[src/verilog/status_mask_pkg.sv]
// Package: register map, field positions and reset values of the bank
package status_mask_pkg;
    // Register offsets
    localparam logic [7:0] ADDR_STEP_UP_HEALTH = 8'h27;
    localparam logic [7:0] ADDR_DIAG_INPUT_HEALTH = 8'h28;
    localparam logic [7:0] ADDR_TOP_EVENT_MASK_A = 8'h29;
    localparam logic [7:0] ADDR_TOP_EVENT_MASK_B = 8'h2a;
    localparam logic [7:0] ADDR_STEP_DOWN_EVENT_MASK = 8'h2b;
    localparam logic [7:0] ADDR_TOP_STATUS = 8'h25;
    // Step-up health fields
    localparam int STEP_UP_ON_BIT = 3;
    localparam int STEP_UP_GOOD_BIT = 2;
    localparam int STEP_UP_LIMIT_BIT = 0;
    // Diagnostic input health fields
    localparam int MONITOR_B_GOOD_BIT = 4;
    localparam int MONITOR_A_GOOD_BIT = 2;
    localparam int ANALOG_SUPPLY_GOOD_BIT = 0;
    // Top status field
    localparam int THERMAL_WARN_BIT = 1;
    // Mask A fields
    localparam int LOAD_MEAS_READY_MASK_BIT = 7;
    localparam int EXT_CLK_MASK_BIT = 3;
    localparam int THERMAL_WARN_MASK_BIT = 1;
    // Mask B field
    localparam int REG_RESET_MASK_BIT = 0;
    // Reset values
    localparam logic [7:0] RST_STATUS = 8'h00;
    localparam logic [7:0] RST_MASK_A = 8'h00;
    localparam logic [7:0] RST_MASK_B = 8'h01;
    localparam logic [7:0] RST_MASK_STEP_DOWN = 8'h00;
    // Writable bits of each mask
    localparam logic [7:0] USED_MASK_A = 8'h8a;
    localparam logic [7:0] USED_MASK_B = 8'h01;
    localparam logic [7:0] USED_MASK_STEP_DOWN = 8'hff;
    // Bus read fetch states
    typedef enum logic [0:0] {
        LOAD_IDLE = 1'b0,
        LOAD_DONE = 1'b1
    } load_state_type;
endpackage

[src/verilog/mask_reg.sv]
// One writable mask register with a programmable-memory default
`timescale 1ns/1ps
module mask_reg
    import status_mask_pkg::*;
#(
    parameter logic [7:0] RESET_VALUE = 8'h00,
    parameter logic [7:0] USED_BITS = 8'hff
) (
    // Clock and reset
    input wire logic i_core_clk,
    input wire logic i_reset,
    // Default load from programmable memory
    input wire logic i_load,
    input wire logic [7:0] i_default,
    // Software write
    input wire logic i_wr,
    input wire logic [7:0] i_wdata,
    // Stored value
    output logic [7:0] o_value
);
    logic [7:0] value_r;
    logic [7:0] value_nxt;

    // Default load takes part over a write in the same cycle
    assign value_nxt = i_load ? (i_default & USED_BITS) :
                       i_wr ? (i_wdata & USED_BITS) : value_r;

    // Mask storage, constant under reset
    always_ff @(posedge i_core_clk or posedge i_reset) begin
        if (i_reset) begin
            value_r <= RESET_VALUE;
        end else begin
            value_r <= value_nxt;
        end
    end

    assign o_value = value_r;
endmodule

[src/verilog/event_gate.sv]
// Gates raw events by their mask bits into interrupt requests
`timescale 1ns/1ps
module event_gate #(
    parameter int WIDTH = 4
) (
    // Raw events and their masks
    input wire logic [WIDTH-1:0] i_event,
    input wire logic [WIDTH-1:0] i_mask,
    // Requests toward the flag registers
    output logic [WIDTH-1:0] o_request
);
    // A mask of one suppresses, zero lets the event through
    assign o_request = i_event & ~i_mask;
endmodule

[src/verilog/status_and_event_mask_bank.sv]
// Status and event mask register bank of the power manager
// Operation
// - Step-up on state reads at bit 3
// - Step-up output good reads at bit 2
// - Step-up current limit reads at bit 0
// - Monitor input b good at bit 4
// - Monitor input a good at bit 2
// - Analog supply good at bit 0
// - Mask A bit 7 gates measurement ready
// - Mask A bit 3 gates clock detection
// - Mask A bit 1 gates thermal warning
// - Thermal mask never alters thermal status
// - Mask B bit 0 gates register reset
// - Mask B resets to 01h
// - Mask defaults load from programmable memory
// - Diagnostic status at 28h, reserved zero
// - Mask A at 29h resets to 00h
// - Thermal warning status at top bit 1
`timescale 1ns/1ps
module status_and_event_mask_bank
    import status_mask_pkg::*;
(
    // Clock and reset
    input wire logic i_core_clk,
    input wire logic i_reset,
    // Register port
    input wire logic [7:0] i_addr,
    input wire logic [7:0] i_wdata,
    input wire logic i_wr,
    input wire logic i_rd,
    output logic [7:0] o_rdata,
    // Programmable memory defaults, applied on i_otp_load
    input wire logic i_otp_load,
    input wire logic [7:0] i_otp_mask_a,
    input wire logic [7:0] i_otp_mask_b,
    input wire logic [7:0] i_otp_mask_step_down,
    // Raw step-up converter conditions
    input wire logic i_step_up_on,
    input wire logic i_step_up_good,
    input wire logic i_step_up_limit,
    // Raw monitor conditions
    input wire logic i_monitor_b_good,
    input wire logic i_monitor_a_good,
    input wire logic i_analog_supply_good,
    // Raw thermal warning level
    input wire logic i_thermal_warn,
    // Raw events for the outside flag logic
    input wire logic i_load_meas_ready_evt,
    input wire logic i_ext_clk_evt,
    input wire logic i_thermal_warn_evt,
    input wire logic i_reg_reset_evt,
    // Unmasked event requests
    output logic o_load_meas_ready_irq,
    output logic o_ext_clk_irq,
    output logic o_thermal_warn_irq,
    output logic o_reg_reset_irq,
    // Mask values for the step-down and flag logic
    output logic [7:0] o_step_down_event_mask,
    // Current mask A and B values
    output logic [7:0] o_top_event_mask_a,
    output logic [7:0] o_top_event_mask_b
);
    logic [7:0] step_up_health;
    logic [7:0] diag_input_health;
    logic [7:0] top_status;
    logic [7:0] mask_a;
    logic [7:0] mask_b;
    logic [7:0] mask_sd;
    logic [7:0] rdata_r;
    logic [7:0] rdata_nxt;
    logic [3:0] events;
    logic [3:0] masks;
    logic [3:0] requests;
    logic wr_mask_a;
    logic wr_mask_b;
    logic wr_mask_sd;

    // Raw status words; unlisted bits stay zero
    always_comb begin
        step_up_health = RST_STATUS;
        step_up_health[STEP_UP_ON_BIT] = i_step_up_on;
        step_up_health[STEP_UP_GOOD_BIT] = i_step_up_good;
        step_up_health[STEP_UP_LIMIT_BIT] = i_step_up_limit;
    end

    // Diagnostic word is combinational; only the read data register samples it
    always_comb begin
        diag_input_health = RST_STATUS;
        diag_input_health[MONITOR_B_GOOD_BIT] = i_monitor_b_good;
        diag_input_health[MONITOR_A_GOOD_BIT] = i_monitor_a_good;
        diag_input_health[ANALOG_SUPPLY_GOOD_BIT] =
            i_analog_supply_good;
    end

    // Thermal flag taken straight from the input, mask not involved
    always_comb begin
        top_status = RST_STATUS;
        top_status[THERMAL_WARN_BIT] = i_thermal_warn;
    end

    // Write decode; status offsets have no write path at all
    assign wr_mask_a = i_wr && (i_addr == ADDR_TOP_EVENT_MASK_A);
    assign wr_mask_b = i_wr && (i_addr == ADDR_TOP_EVENT_MASK_B);
    assign wr_mask_sd = i_wr && (i_addr == ADDR_STEP_DOWN_EVENT_MASK);

    // Mask A at 29h
    mask_reg #(
        .RESET_VALUE(RST_MASK_A),
        .USED_BITS(USED_MASK_A)
    ) u_mask_a (
        .i_core_clk(i_core_clk),
        .i_reset(i_reset),
        .i_load(i_otp_load),
        .i_default(i_otp_mask_a),
        .i_wr(wr_mask_a),
        .i_wdata(i_wdata),
        .o_value(mask_a)
    );

    // Mask B at 2ah
    mask_reg #(
        .RESET_VALUE(RST_MASK_B),
        .USED_BITS(USED_MASK_B)
    ) u_mask_b (
        .i_core_clk(i_core_clk),
        .i_reset(i_reset),
        .i_load(i_otp_load),
        .i_default(i_otp_mask_b),
        .i_wr(wr_mask_b),
        .i_wdata(i_wdata),
        .o_value(mask_b)
    );

    // Step-down mask at 2bh, stored only; its layout is used elsewhere
    mask_reg #(
        .RESET_VALUE(RST_MASK_STEP_DOWN),
        .USED_BITS(USED_MASK_STEP_DOWN)
    ) u_mask_sd (
        .i_core_clk(i_core_clk),
        .i_reset(i_reset),
        .i_load(i_otp_load),
        .i_default(i_otp_mask_step_down),
        .i_wr(wr_mask_sd),
        .i_wdata(i_wdata),
        .o_value(mask_sd)
    );

    // Pair each event with its mask bit
    assign events = {i_load_meas_ready_evt, i_ext_clk_evt,
                     i_thermal_warn_evt, i_reg_reset_evt};
    assign masks = {mask_a[LOAD_MEAS_READY_MASK_BIT],
                    mask_a[EXT_CLK_MASK_BIT],
                    mask_a[THERMAL_WARN_MASK_BIT],
                    mask_b[REG_RESET_MASK_BIT]};

    event_gate #(
        .WIDTH(4)
    ) u_gate (
        .i_event(events),
        .i_mask(masks),
        .o_request(requests)
    );

    assign o_load_meas_ready_irq = requests[3];
    assign o_ext_clk_irq = requests[2];
    assign o_thermal_warn_irq = requests[1];
    assign o_reg_reset_irq = requests[0];

    // Read select; unmapped offsets read zero
    always_comb begin
        unique case (i_addr)
            ADDR_TOP_STATUS: rdata_nxt = top_status;
            ADDR_STEP_UP_HEALTH: rdata_nxt = step_up_health;
            ADDR_DIAG_INPUT_HEALTH: rdata_nxt = diag_input_health;
            ADDR_TOP_EVENT_MASK_A: rdata_nxt = mask_a;
            ADDR_TOP_EVENT_MASK_B: rdata_nxt = mask_b;
            ADDR_STEP_DOWN_EVENT_MASK: rdata_nxt = mask_sd;
            default: rdata_nxt = 8'h00;
        endcase
    end

    // Read data stands only in the cycle after the strobe
    always_ff @(posedge i_core_clk or posedge i_reset) begin
        if (i_reset) begin
            rdata_r <= 8'h00;
        end else begin
            rdata_r <= i_rd ? rdata_nxt : 8'h00;
        end
    end

    assign o_rdata = rdata_r;
    assign o_step_down_event_mask = mask_sd;
    assign o_top_event_mask_a = mask_a;
    assign o_top_event_mask_b = mask_b;
endmodule

[config.mk]
export PLATFORM = sky130hd
export DESIGN_NAME = status_and_event_mask_bank
export DESIGN_NICKNAME = d
export VERILOG_FILES = /design/src/verilog/status_mask_pkg.sv /design/src/verilog/mask_reg.sv /design/src/verilog/event_gate.sv /design/src/verilog/status_and_event_mask_bank.sv
export SDC_FILE = /design/constraint.sdc
export NUM_CORES = 1
export LEC_CHECK = 0
export ABC_AREA = 1
export BUFFER_PORTS_ARGS = -buffer_cell sky130_fd_sc_hd__buf_2
export CAP_MARGIN = 0
export CORE_ASPECT_RATIO = 0.8
export CORE_MARGIN = 2
export CORE_UTILIZATION = 37
export CTS_CLUSTER_DIAMETER = 120
export CTS_CLUSTER_SIZE = 25
export DETAILED_ROUTE_END_ITERATION = 8
export GPL_ROUTABILITY_DRIVEN = 1
export PLACE_DENSITY_LB_ADDON = 0.25
export RECOVER_POWER = 25
export SETUP_SLACK_MARGIN = 0.2
export SKIP_CTS_REPAIR_TIMING = 1
export SYNTH_ARGS = -nofsm -noshare
export SYNTH_HDL_FRONTEND = slang
export SYNTH_SLANG_ARGS = --single-unit
[constraint.sdc]
create_clock -name i_core_clk -period 0.9 [get_ports i_core_clk]
set_clock_uncertainty 0.05 [all_clocks]
set_input_delay 0.135 -clock i_core_clk [delete_from_list [all_inputs] [get_ports i_core_clk]]
set_output_delay 0.135 -clock i_core_clk [all_outputs]
set_load 0.005 [all_outputs]
After elaboration in Yosys (flattened, before gate mapping):

Cells that the tools add are included.

* logic and storage cells: 26
* output and inout port bits: 36
* input bits: 56
* bits in registers: 32

* muxes and demuxes: 8
* bitwise operators: 2
* eq/ne operators: 6
* reductions and logical operators: 6

Operators by type and width (count)
* 2-to-1 mux 8 bit: 7
* == test 8 x 6 -> 1 bit, second input constant: 6
* one-hot mux 8 bit (6 select lines): 1
* nonzero test 2 bit: 3
* AND 4 bit: 1
* inverter 4 bit: 1
* logical AND 1 bit: 3

Depth between registers and ports, before layout:

Gate-level depths: netlist of the first run.

* depth after elaboration: 4
* depth in mapped cells: 8
* gate-level depth less buffers: 7

Cells and area by module:

A second synthesis of the first run with hierarchy kept.

* cell total of the unflattened synthesis: 204
* area, all modules: 1425.1 µm²

By module, submodules not included
* status_and_event_mask_bank: instances 1, cells each 108, seq. area each 200.2 µm², area an instance 703.2 µm²
* mask_reg (u_mask_sd): instances 1, cells each 45, seq. area each 200.2 µm², area an instance 377.9 µm²
* mask_reg (u_mask_a): instances 1, cells each 24, seq. area each 75.1 µm², area an instance 182.7 µm²
* mask_reg (u_mask_b): instances 1, cells each 19, seq. area each 26.3 µm², area an instance 121.4 µm²
* event_gate: instances 1, cells each 8, seq. area each 0.0 µm², area an instance 40.0 µm²

Worst setup path before layout of the first run:

Ideal clock, no wire load.

* path type: in2reg
* from: input i_addr[4]
* to: register u_mask_a.value_r[1], in the netlist u_mask_a.o_value[1]
* path buffers: 1
* stages on the path: 7
* slack: -6 ps
* arrival: 740 ps
* setup time: 117 ps
* required time: 733 ps
* path through: inv_1 > nand2_1 > nor2_4 > buf_6 > nand3_2 > nand3_1 > nand2_1

* longest elaborated chain between the ends: 3

Ends and longest elaborated chain
* start, declared: line status_and_event_mask_bank.sv:27 `input wire logic [7:0] i_addr,`
* == test 8 x 6 -> 1 bit: line status_and_event_mask_bank.sv:102 `assign wr_mask_a = i_wr && (i_addr == ADDR_TOP_EVENT_MASK_A);`
* logical AND 1 bit: line status_and_event_mask_bank.sv:102
* nonzero test 2 bit (no source line)
* end signal, assigned: line mask_reg.sv:33 `value_r <= value_nxt;`
* end, declared: line mask_reg.sv:21 `logic [7:0] value_r;`

Every way passes these cells.
A chain may end at the register's enable or synchronous reset.

Final worst setup path of the first run:

* from: register u_mask_b.value_r[0], in the netlist u_mask_b.o_value[0]
* to: output o_reg_reset_irq

* longest elaborated chain between the ends: 2

Ends and longest elaborated chain
* start, declared: line mask_reg.sv:21
* start signal, assigned: line mask_reg.sv:33
* inverter 4 bit: line event_gate.sv:13 `assign o_request = i_event & ~i_mask;`
* AND 4 bit: line event_gate.sv:13
* end, declared: line status_and_event_mask_bank.sv:56 `output logic o_reg_reset_irq,`

Every way passes these cells.

==> metrics.md, run 1 <==
| Metric | Value |
|---|---|
| Site Rows | 19 |
| Comb pwr share | 29.0% |
| Mapped Cells | 180 |
| Fmax | 857 MHz |
| Post-Place Cell Area | 1790 µm² |
| Core Region | 3380 µm² |
| Routed WL per cell | 11.2 µm |
| Internal power | 1.70 mW |
| Post-DP HPWL | 2.47 mm |
| Worst hold path type | in -> async |
| Syn avg cell area | 7.14 µm² |
| Sequential share of the synthesized area | 39.0% |
| Clock share of power | 28.0% |
| Tcrit/Tclk final | 130% |
| Post-Syn Area | 1280 µm² |
| Longest Clk Path Bufs | 2 |
| Met3 GRT Util | 4.67% |
| Drt first pass iters | 4 |
| Power Density | 1100 nW/µm² |
| Leak pwr | 1.24 nW |
| Slew Viols, Final | 0 |
| Pin count of the biggest net entering global routing | 21 |
| Horiz. Die Dim | 69.9 µm |
| Failing checks | hold timing, setup timing |
| Routed wire length | 3.51 mm |
| # DRC | 0 |
| CTS tree | done |
| Startpoint types | register |
| Met2 usage | 25.3% |
| Final #Nets | 328 |
| Total gr overflow | 0 |
| Vias in the first global route | 1142 |
| Total CTS buffers | 3 |
| Die Footprint | 3960 µm² |
| Leading cell type in the layout, fill and taps excluded | buf_2 |
| Max-cap violations | 0 |
| Unrepaired setup endpoints after global routing | true |
| Run status | finished, violations left |
| TritonCTS Sinks | 20 |
| Final Wtd Congestion | 0.799 |
| PortBufs | 67 |
| CP Data Required Time | 710 ps |
| I/O pin count | 92 |
| Distinct cells, synth | 21 |
| Routed via count | 1399 |
| Skew-Pair Late Insertion Delay | 250 ps |
| CP Capture Type | output port |
| Overall Global Routing Usage | 15.8% |
| Finished Cell Area | 2160 µm² |
| Area leader, netlist | dfrtp_1 |
| Area delta synth->final | 68.1% |
| Net Switching | 670 µW |
| Post-DR vias/cell | 4.47 |
| Final setup viols | 29 |
| Final Critical Period | 1170 ps |
| Die height | 56.7 µm |
| Antenna violations before repair | 0 |
| WHS | -78.2 ps |
| Worst vdd ir | 0.629 mV |
| Critical Path AT | 980 ps |
| Top post-synthesis cells by area | dfrtp_1 37%, nand2_1 20%, nand3_1 12% |
| Sequential Power Share | 43.0% |
| Switching share of power | 28.2% |
| Antenna-violating nets left | 0 |
| First-pass GRT wire length | 5.00 mm |
| GR Layer Usage met1 | 21.4% |
| H-Tree Depth | 1 |
| Post-synth top area share | 37.0% |
| CTS clk-pin slew, worst paths | 70 ps |
| Commonest non-fill, non-tap cells in the layout | 64 x buf_2, 57 x nand2_1, 17 x dfrtp_1, 16 x nand3_1 |
| Crit Path Class | reg -> out |
| Worst setup margin | -267 ps |
| Antenna cells | 0 |
| Crit-path max FO | 4 |
| GR peak layer | met2 |
| Clock root buffer | clkbuf_8 |
| Flops & latches, synth | 20 |
| Initial core utilization | 38.1% |
| Hold Vio Cnt, Final | 19 |
| Share of cells above drive strength 1 | 53.9% |
| Synth Warn # | 0 |
| Initial DRC count | 60 |
-- kinds of logic after synthesis --
group / share of synthesized area [%]
and+or+nand+nor: 43.4
DFF: 39.0
other: 0.292
buffers and inverters: 15.1
AOI/OAI and AO/OA: 2.14
-- synth_stat cells (all sizes together) --
master,instances
nand2,71
nand3,33
dfrtp,19
inv,19
buf,16
nor2,13
a21oi,2
nor3,2
o21ai,2
clkbuf,1
conb,1
dfstp,1
-- layer usage --
| metal | up-vias | share of wire [%] |
|---|---|---|
| li1 | 721 | - |
| met1 | 618 | 41 |
| met2 | 54 | 49 |
| met3 | 6 | 8.2 |
| met4 | 0 | 1.0 |
| met5 | - | 0 |
-- worst paths after layout --
check	slack (ps)	from	end	cells after the start
max	-270	u_mask_b.o_value[0]	o_reg_reset_irq	2
min	-80	i_reset	o_rdata[4]	3
max reg2reg	-210	u_mask_b.o_value[0]	o_rdata[0]	5
min reg2reg	470	u_mask_b.o_value[0]	u_mask_b.o_value[0]	2
max in group asynchronous	520	i_reset	u_mask_a.o_value[7]	3
min in group i_core_clk	60	i_rd	o_rdata[1]	3
-- state kept, by name, summed over array words and instances (netlist names) --
register           cells
u_mask_sd.o_value      8
u_mask_a.o_value       3
o_rdata                8
u_mask_b.o_value       1
-- power groups by stage --
stage | clock (mW) | sequential (mW) | combinational (mW)
2_1_floorplan | 0 | 1.03 | 0.285
3_3_place_gp | 0 | 1.04 | 0.496
3_5_place_dp | 0 | 1.04 | 0.501
4_1_cts | 0.687 | 1.02 | 0.503
5_1_grt | 0.739 | 1.03 | 0.753
6_report | 0.665 | 1.02 | 0.689
-- worst max-delay path, stage by stage (launching register included) --
cell and delay (ps):
dfstp_2 570, nor2_1 40, buf_2 110
-- metrics by stage --
step	TNS (ps)	power, mW	utilization (%)	worst slack (ps)	std cells
2_1_floorplan	0	1.31	-	20.8	191
3_3_place_gp	-3860	1.53	53.1	-229	290
3_5_place_dp	-4200	1.54	53.1	-265	290
4_1_cts	-2470	2.21	54.7	-281	294
5_1_grt	-3680	2.52	64.0	-305	313
6_report	-2410	2.37	64.0	-267	313
-- cell type report --
type                            count  area [µm²]
Clock buffer                        4        55.1
Fill cell                         288        1220
Tap cell                           42        52.6
Inverter                           19         108
Sequential cell                    20         504
Timing Repair Buffer               92         631
Multi-Input combinational cell    136         810
Note: power is estimated with default switching activity, not from simulation.
==> inputs of run 2 (changes only) <==
--- a/config.mk
+++ b/config.mk
@@ -9,7 +9,7 @@
 export BUFFER_PORTS_ARGS = -buffer_cell sky130_fd_sc_hd__buf_2
 export CAP_MARGIN = 0
 export CORE_ASPECT_RATIO = 0.8
-export CORE_MARGIN = 2
+export CORE_MARGIN = 10
 export CORE_UTILIZATION = 37
 export CTS_CLUSTER_DIAMETER = 120
 export CTS_CLUSTER_SIZE = 25
@@ -18,7 +18,6 @@
 export PLACE_DENSITY_LB_ADDON = 0.25
 export RECOVER_POWER = 25
 export SETUP_SLACK_MARGIN = 0.2
-export SKIP_CTS_REPAIR_TIMING = 1
 export SYNTH_ARGS = -nofsm -noshare
 export SYNTH_HDL_FRONTEND = slang
 export SYNTH_SLANG_ARGS = --single-unit
==> run 2 against run 1 <==
  * The flow finishes with violations (setup timing)
  * Sequential power hardly changed
  * Combinational power is 12% higher
  * Power is 13% higher
  * Sequential cell count stayed put
  * Setup slack better by 8.8 ps
  * Final cell count is 1.6% higher
  * Via count is 6.0% higher
  * Non-clock buffer count is 5 higher
  * Utilization is 5.3 points higher
  * Critical path depth stayed put
  * Clock power is 35% higher
  * Wire length is 34% higher
  * Critical path type unchanged
  * Largest power group unchanged
==> metrics.md, run 2 (synthesis gave the netlist of run 1 again) <==
| Metric | Value |
|---|---|
| Run status | finished, violations left |
| Failing checks | setup timing |
| Worst vdd ir | 0.638 mV (+1.4%) |
| # DRC | 0 (unchanged) |
| PortBufs | 67 (unchanged) |
| Crit path launch | u_mask_b.o_value[0] |
| Longest Clk Path Bufs | 2 (unchanged) |
| Routed via count | 1483 (+6.0%) |
| Site Rows | 19 (unchanged) |
| Share of cells above drive strength 1 | 55.4% (+1.6 points) |
| Die height | 72.7 µm (+28%) |
| WHS | 67.9 ps (+146 ps) |
| Unrepaired setup endpoints after global routing | true |
| I/O pin count | 92 (unchanged) |
| Worst hold start | i_rd |
| Final Wtd Congestion | 0.756 (-5.3%) |
| Tcrit/Tclk final | 129% (-0.98 points) |
| Total CTS buffers | 3 (unchanged) |
| Final setup viols | 38 (+31%) |
| Post-DR vias/cell | 4.66 (+4.3%) |
| Worst path cell trace | nor2_1 > buf_2 |
| Crit Path Class | reg -> out |
| Slowest-stage cell, CP | dfstp_2 |
| Skew-Pair Late Insertion Delay | 260 ps (about the same) |
| H-Tree Depth | 1 (unchanged) |
| Initial DRC count | 33 (-45%) |
| Die Footprint | 6240 µm² (+58%) |
| Fill count | 260 (-9.7%) |
| Clock root buffer | clkbuf_8 |
| CTS clk-pin slew, worst paths | 80 ps (about the same) |
| Horiz. Die Dim | 85.9 µm (+23%) |
| Drt first pass iters | 4 (unchanged) |
| Overall Global Routing Usage | 14.1% (-1.7 points) |
| Bufs and invs on worst path | 1 (unchanged) |
| Cells on worst reg2reg path | 5 (unchanged) |
| Pin count of the biggest net entering global routing | 19 (-9.5%) |
| Core Region | 3380 µm² (unchanged) |
| Finished Layout Cells | 318 (+1.6%) |
| Total gr overflow | 0 (unchanged) |
| Final #Nets | 333 (+1.5%) |
| Total power | 2.68 mW (+13%) |
| Routed wire length | 4.72 mm (+34%) |
| Leading cell type in the layout, fill and taps excluded | buf_2 |
| Max incr delay on CP | 560 ps (about the same) |
| CP delay by family, top | flip-flops |
| CP Data Required Time | 710 ps (about the same) |
| Antenna cells | 0 (unchanged) |
| Worst hold path type | in -> reg |
| Crit-path max FO | 3 (-1) |
| Routed WL per cell | 14.8 µm (+32%) |
| Slew Viols, Final | 0 (unchanged) |
| Leak pwr | 1.30 nW (+5.5%) |
| Placed cells | 292 (+0.69%) |
| Commonest non-fill, non-tap cells in the layout | 63 x buf_2, 53 x nand2_1, 18 x dfrtp_1, 16 x buf_6, 15 x inv_1 |
| Worst setup margin | -258 ps (+8.79 ps) |
| Pre-CTS worst setup slack | -281 ps (-15.9 ps) |
| Setup TNS | -2560 ps (-147 ps) |
| Antenna violations before repair | 0 (unchanged) |
| First-pass GRT wire length | 7.25 mm (+45%) |
| CTS tree | done |
| Vias in the first global route | 1537 (+35%) |
| Startpoint types | register |
| Area delta synth->final | 82.1% |
| FF-to-FF Start | u_mask_b.o_value[0] |
| Levels on crit path | 2 (unchanged) |
| TritonCTS Sinks | 20 (unchanged) |
| Hold Vio Cnt, Final | 0 (-19) |
| Max-cap violations | 0 (unchanged) |
| Power Density | 1140 nW/µm² (+4.1%) |
| CP Capture Type | output port |
| Antenna-violating nets left | 0 (unchanged) |
| Initial core utilization | 38.1% (unchanged) |
| Critical Path AT | 970 ps (about the same) |
| Fmax | 863 MHz (+0.76%) |
| Post-DP HPWL | 3.21 mm (+30%) |
| Final Critical Period | 1160 ps (-8.79 ps) |
| Hold Path Cell Cnt | 3 |
[run 2: tightest hold or removal path, cell delays in order]
cell and delay (ps):
buf_2 120, nand2_1 50, inv_1 40
[run 2: layout make-up]
class | count | area [µm²] | share of cell area [%]
clock buffers | 3 | 41.3 | 1.76
clock inverters | 1 | 30.0 | 1.28
inverters | 19 | 105 | 4.49
multi-input cells | 136 | 871 | 37.2
flip-flops and latches | 20 | 503 | 21.5
well taps | 42 | 52.6 | 2.25
repair buffers | 97 | 737 | 31.5
[run 2: power breakdown]
group | internal (mW) | switching (mW)
logic | 0.386 | 0.387
clock network | 0.594 | 0.303
registers | 0.960 | 0.0474
total | 1.94 | 0.737
[run 2: final timing paths]
| check | end | slack (ps) |
|---|---|---|
| worst max-delay path | o_reg_reset_irq | -260 |
| worst min register to register | u_mask_sd.o_value[5] | 520 |
| worst min-delay path | o_rdata[3] | 70 |
| worst max register to register | o_rdata[0] | -220 |
| max in group asynchronous | u_mask_sd.o_value[7] | 370 |
| min in group asynchronous | u_mask_b.o_value[0] | 230 |
[run 2: what timing repair did]
item	CTS	global route
endpoints found under the hold margin	3	0
hold buffers	2	0
setup buffers	13	3
gates resized for setup	32	28
cloned	4	0
endpoints found under the setup margin	44	60
pin swaps	16	17
[run 2: per-stage QoR]
stage,cell area (µm²),utilization (%)
CTS,2210,65.4
finish,2340,69.3
global placement,1790,53.2
detailed placement,1790,53.2
floorplan,1440,-
global route,2340,69.3
[run 2: metal layers]
layer	vias up	global-route usage (%)	wire length (µm)
met4	0	3.28	89
met5	-	0	0
li1	736	-	-
met2	51	25.4	2420
met1	688	15.4	1830
met3	8	5.13	373
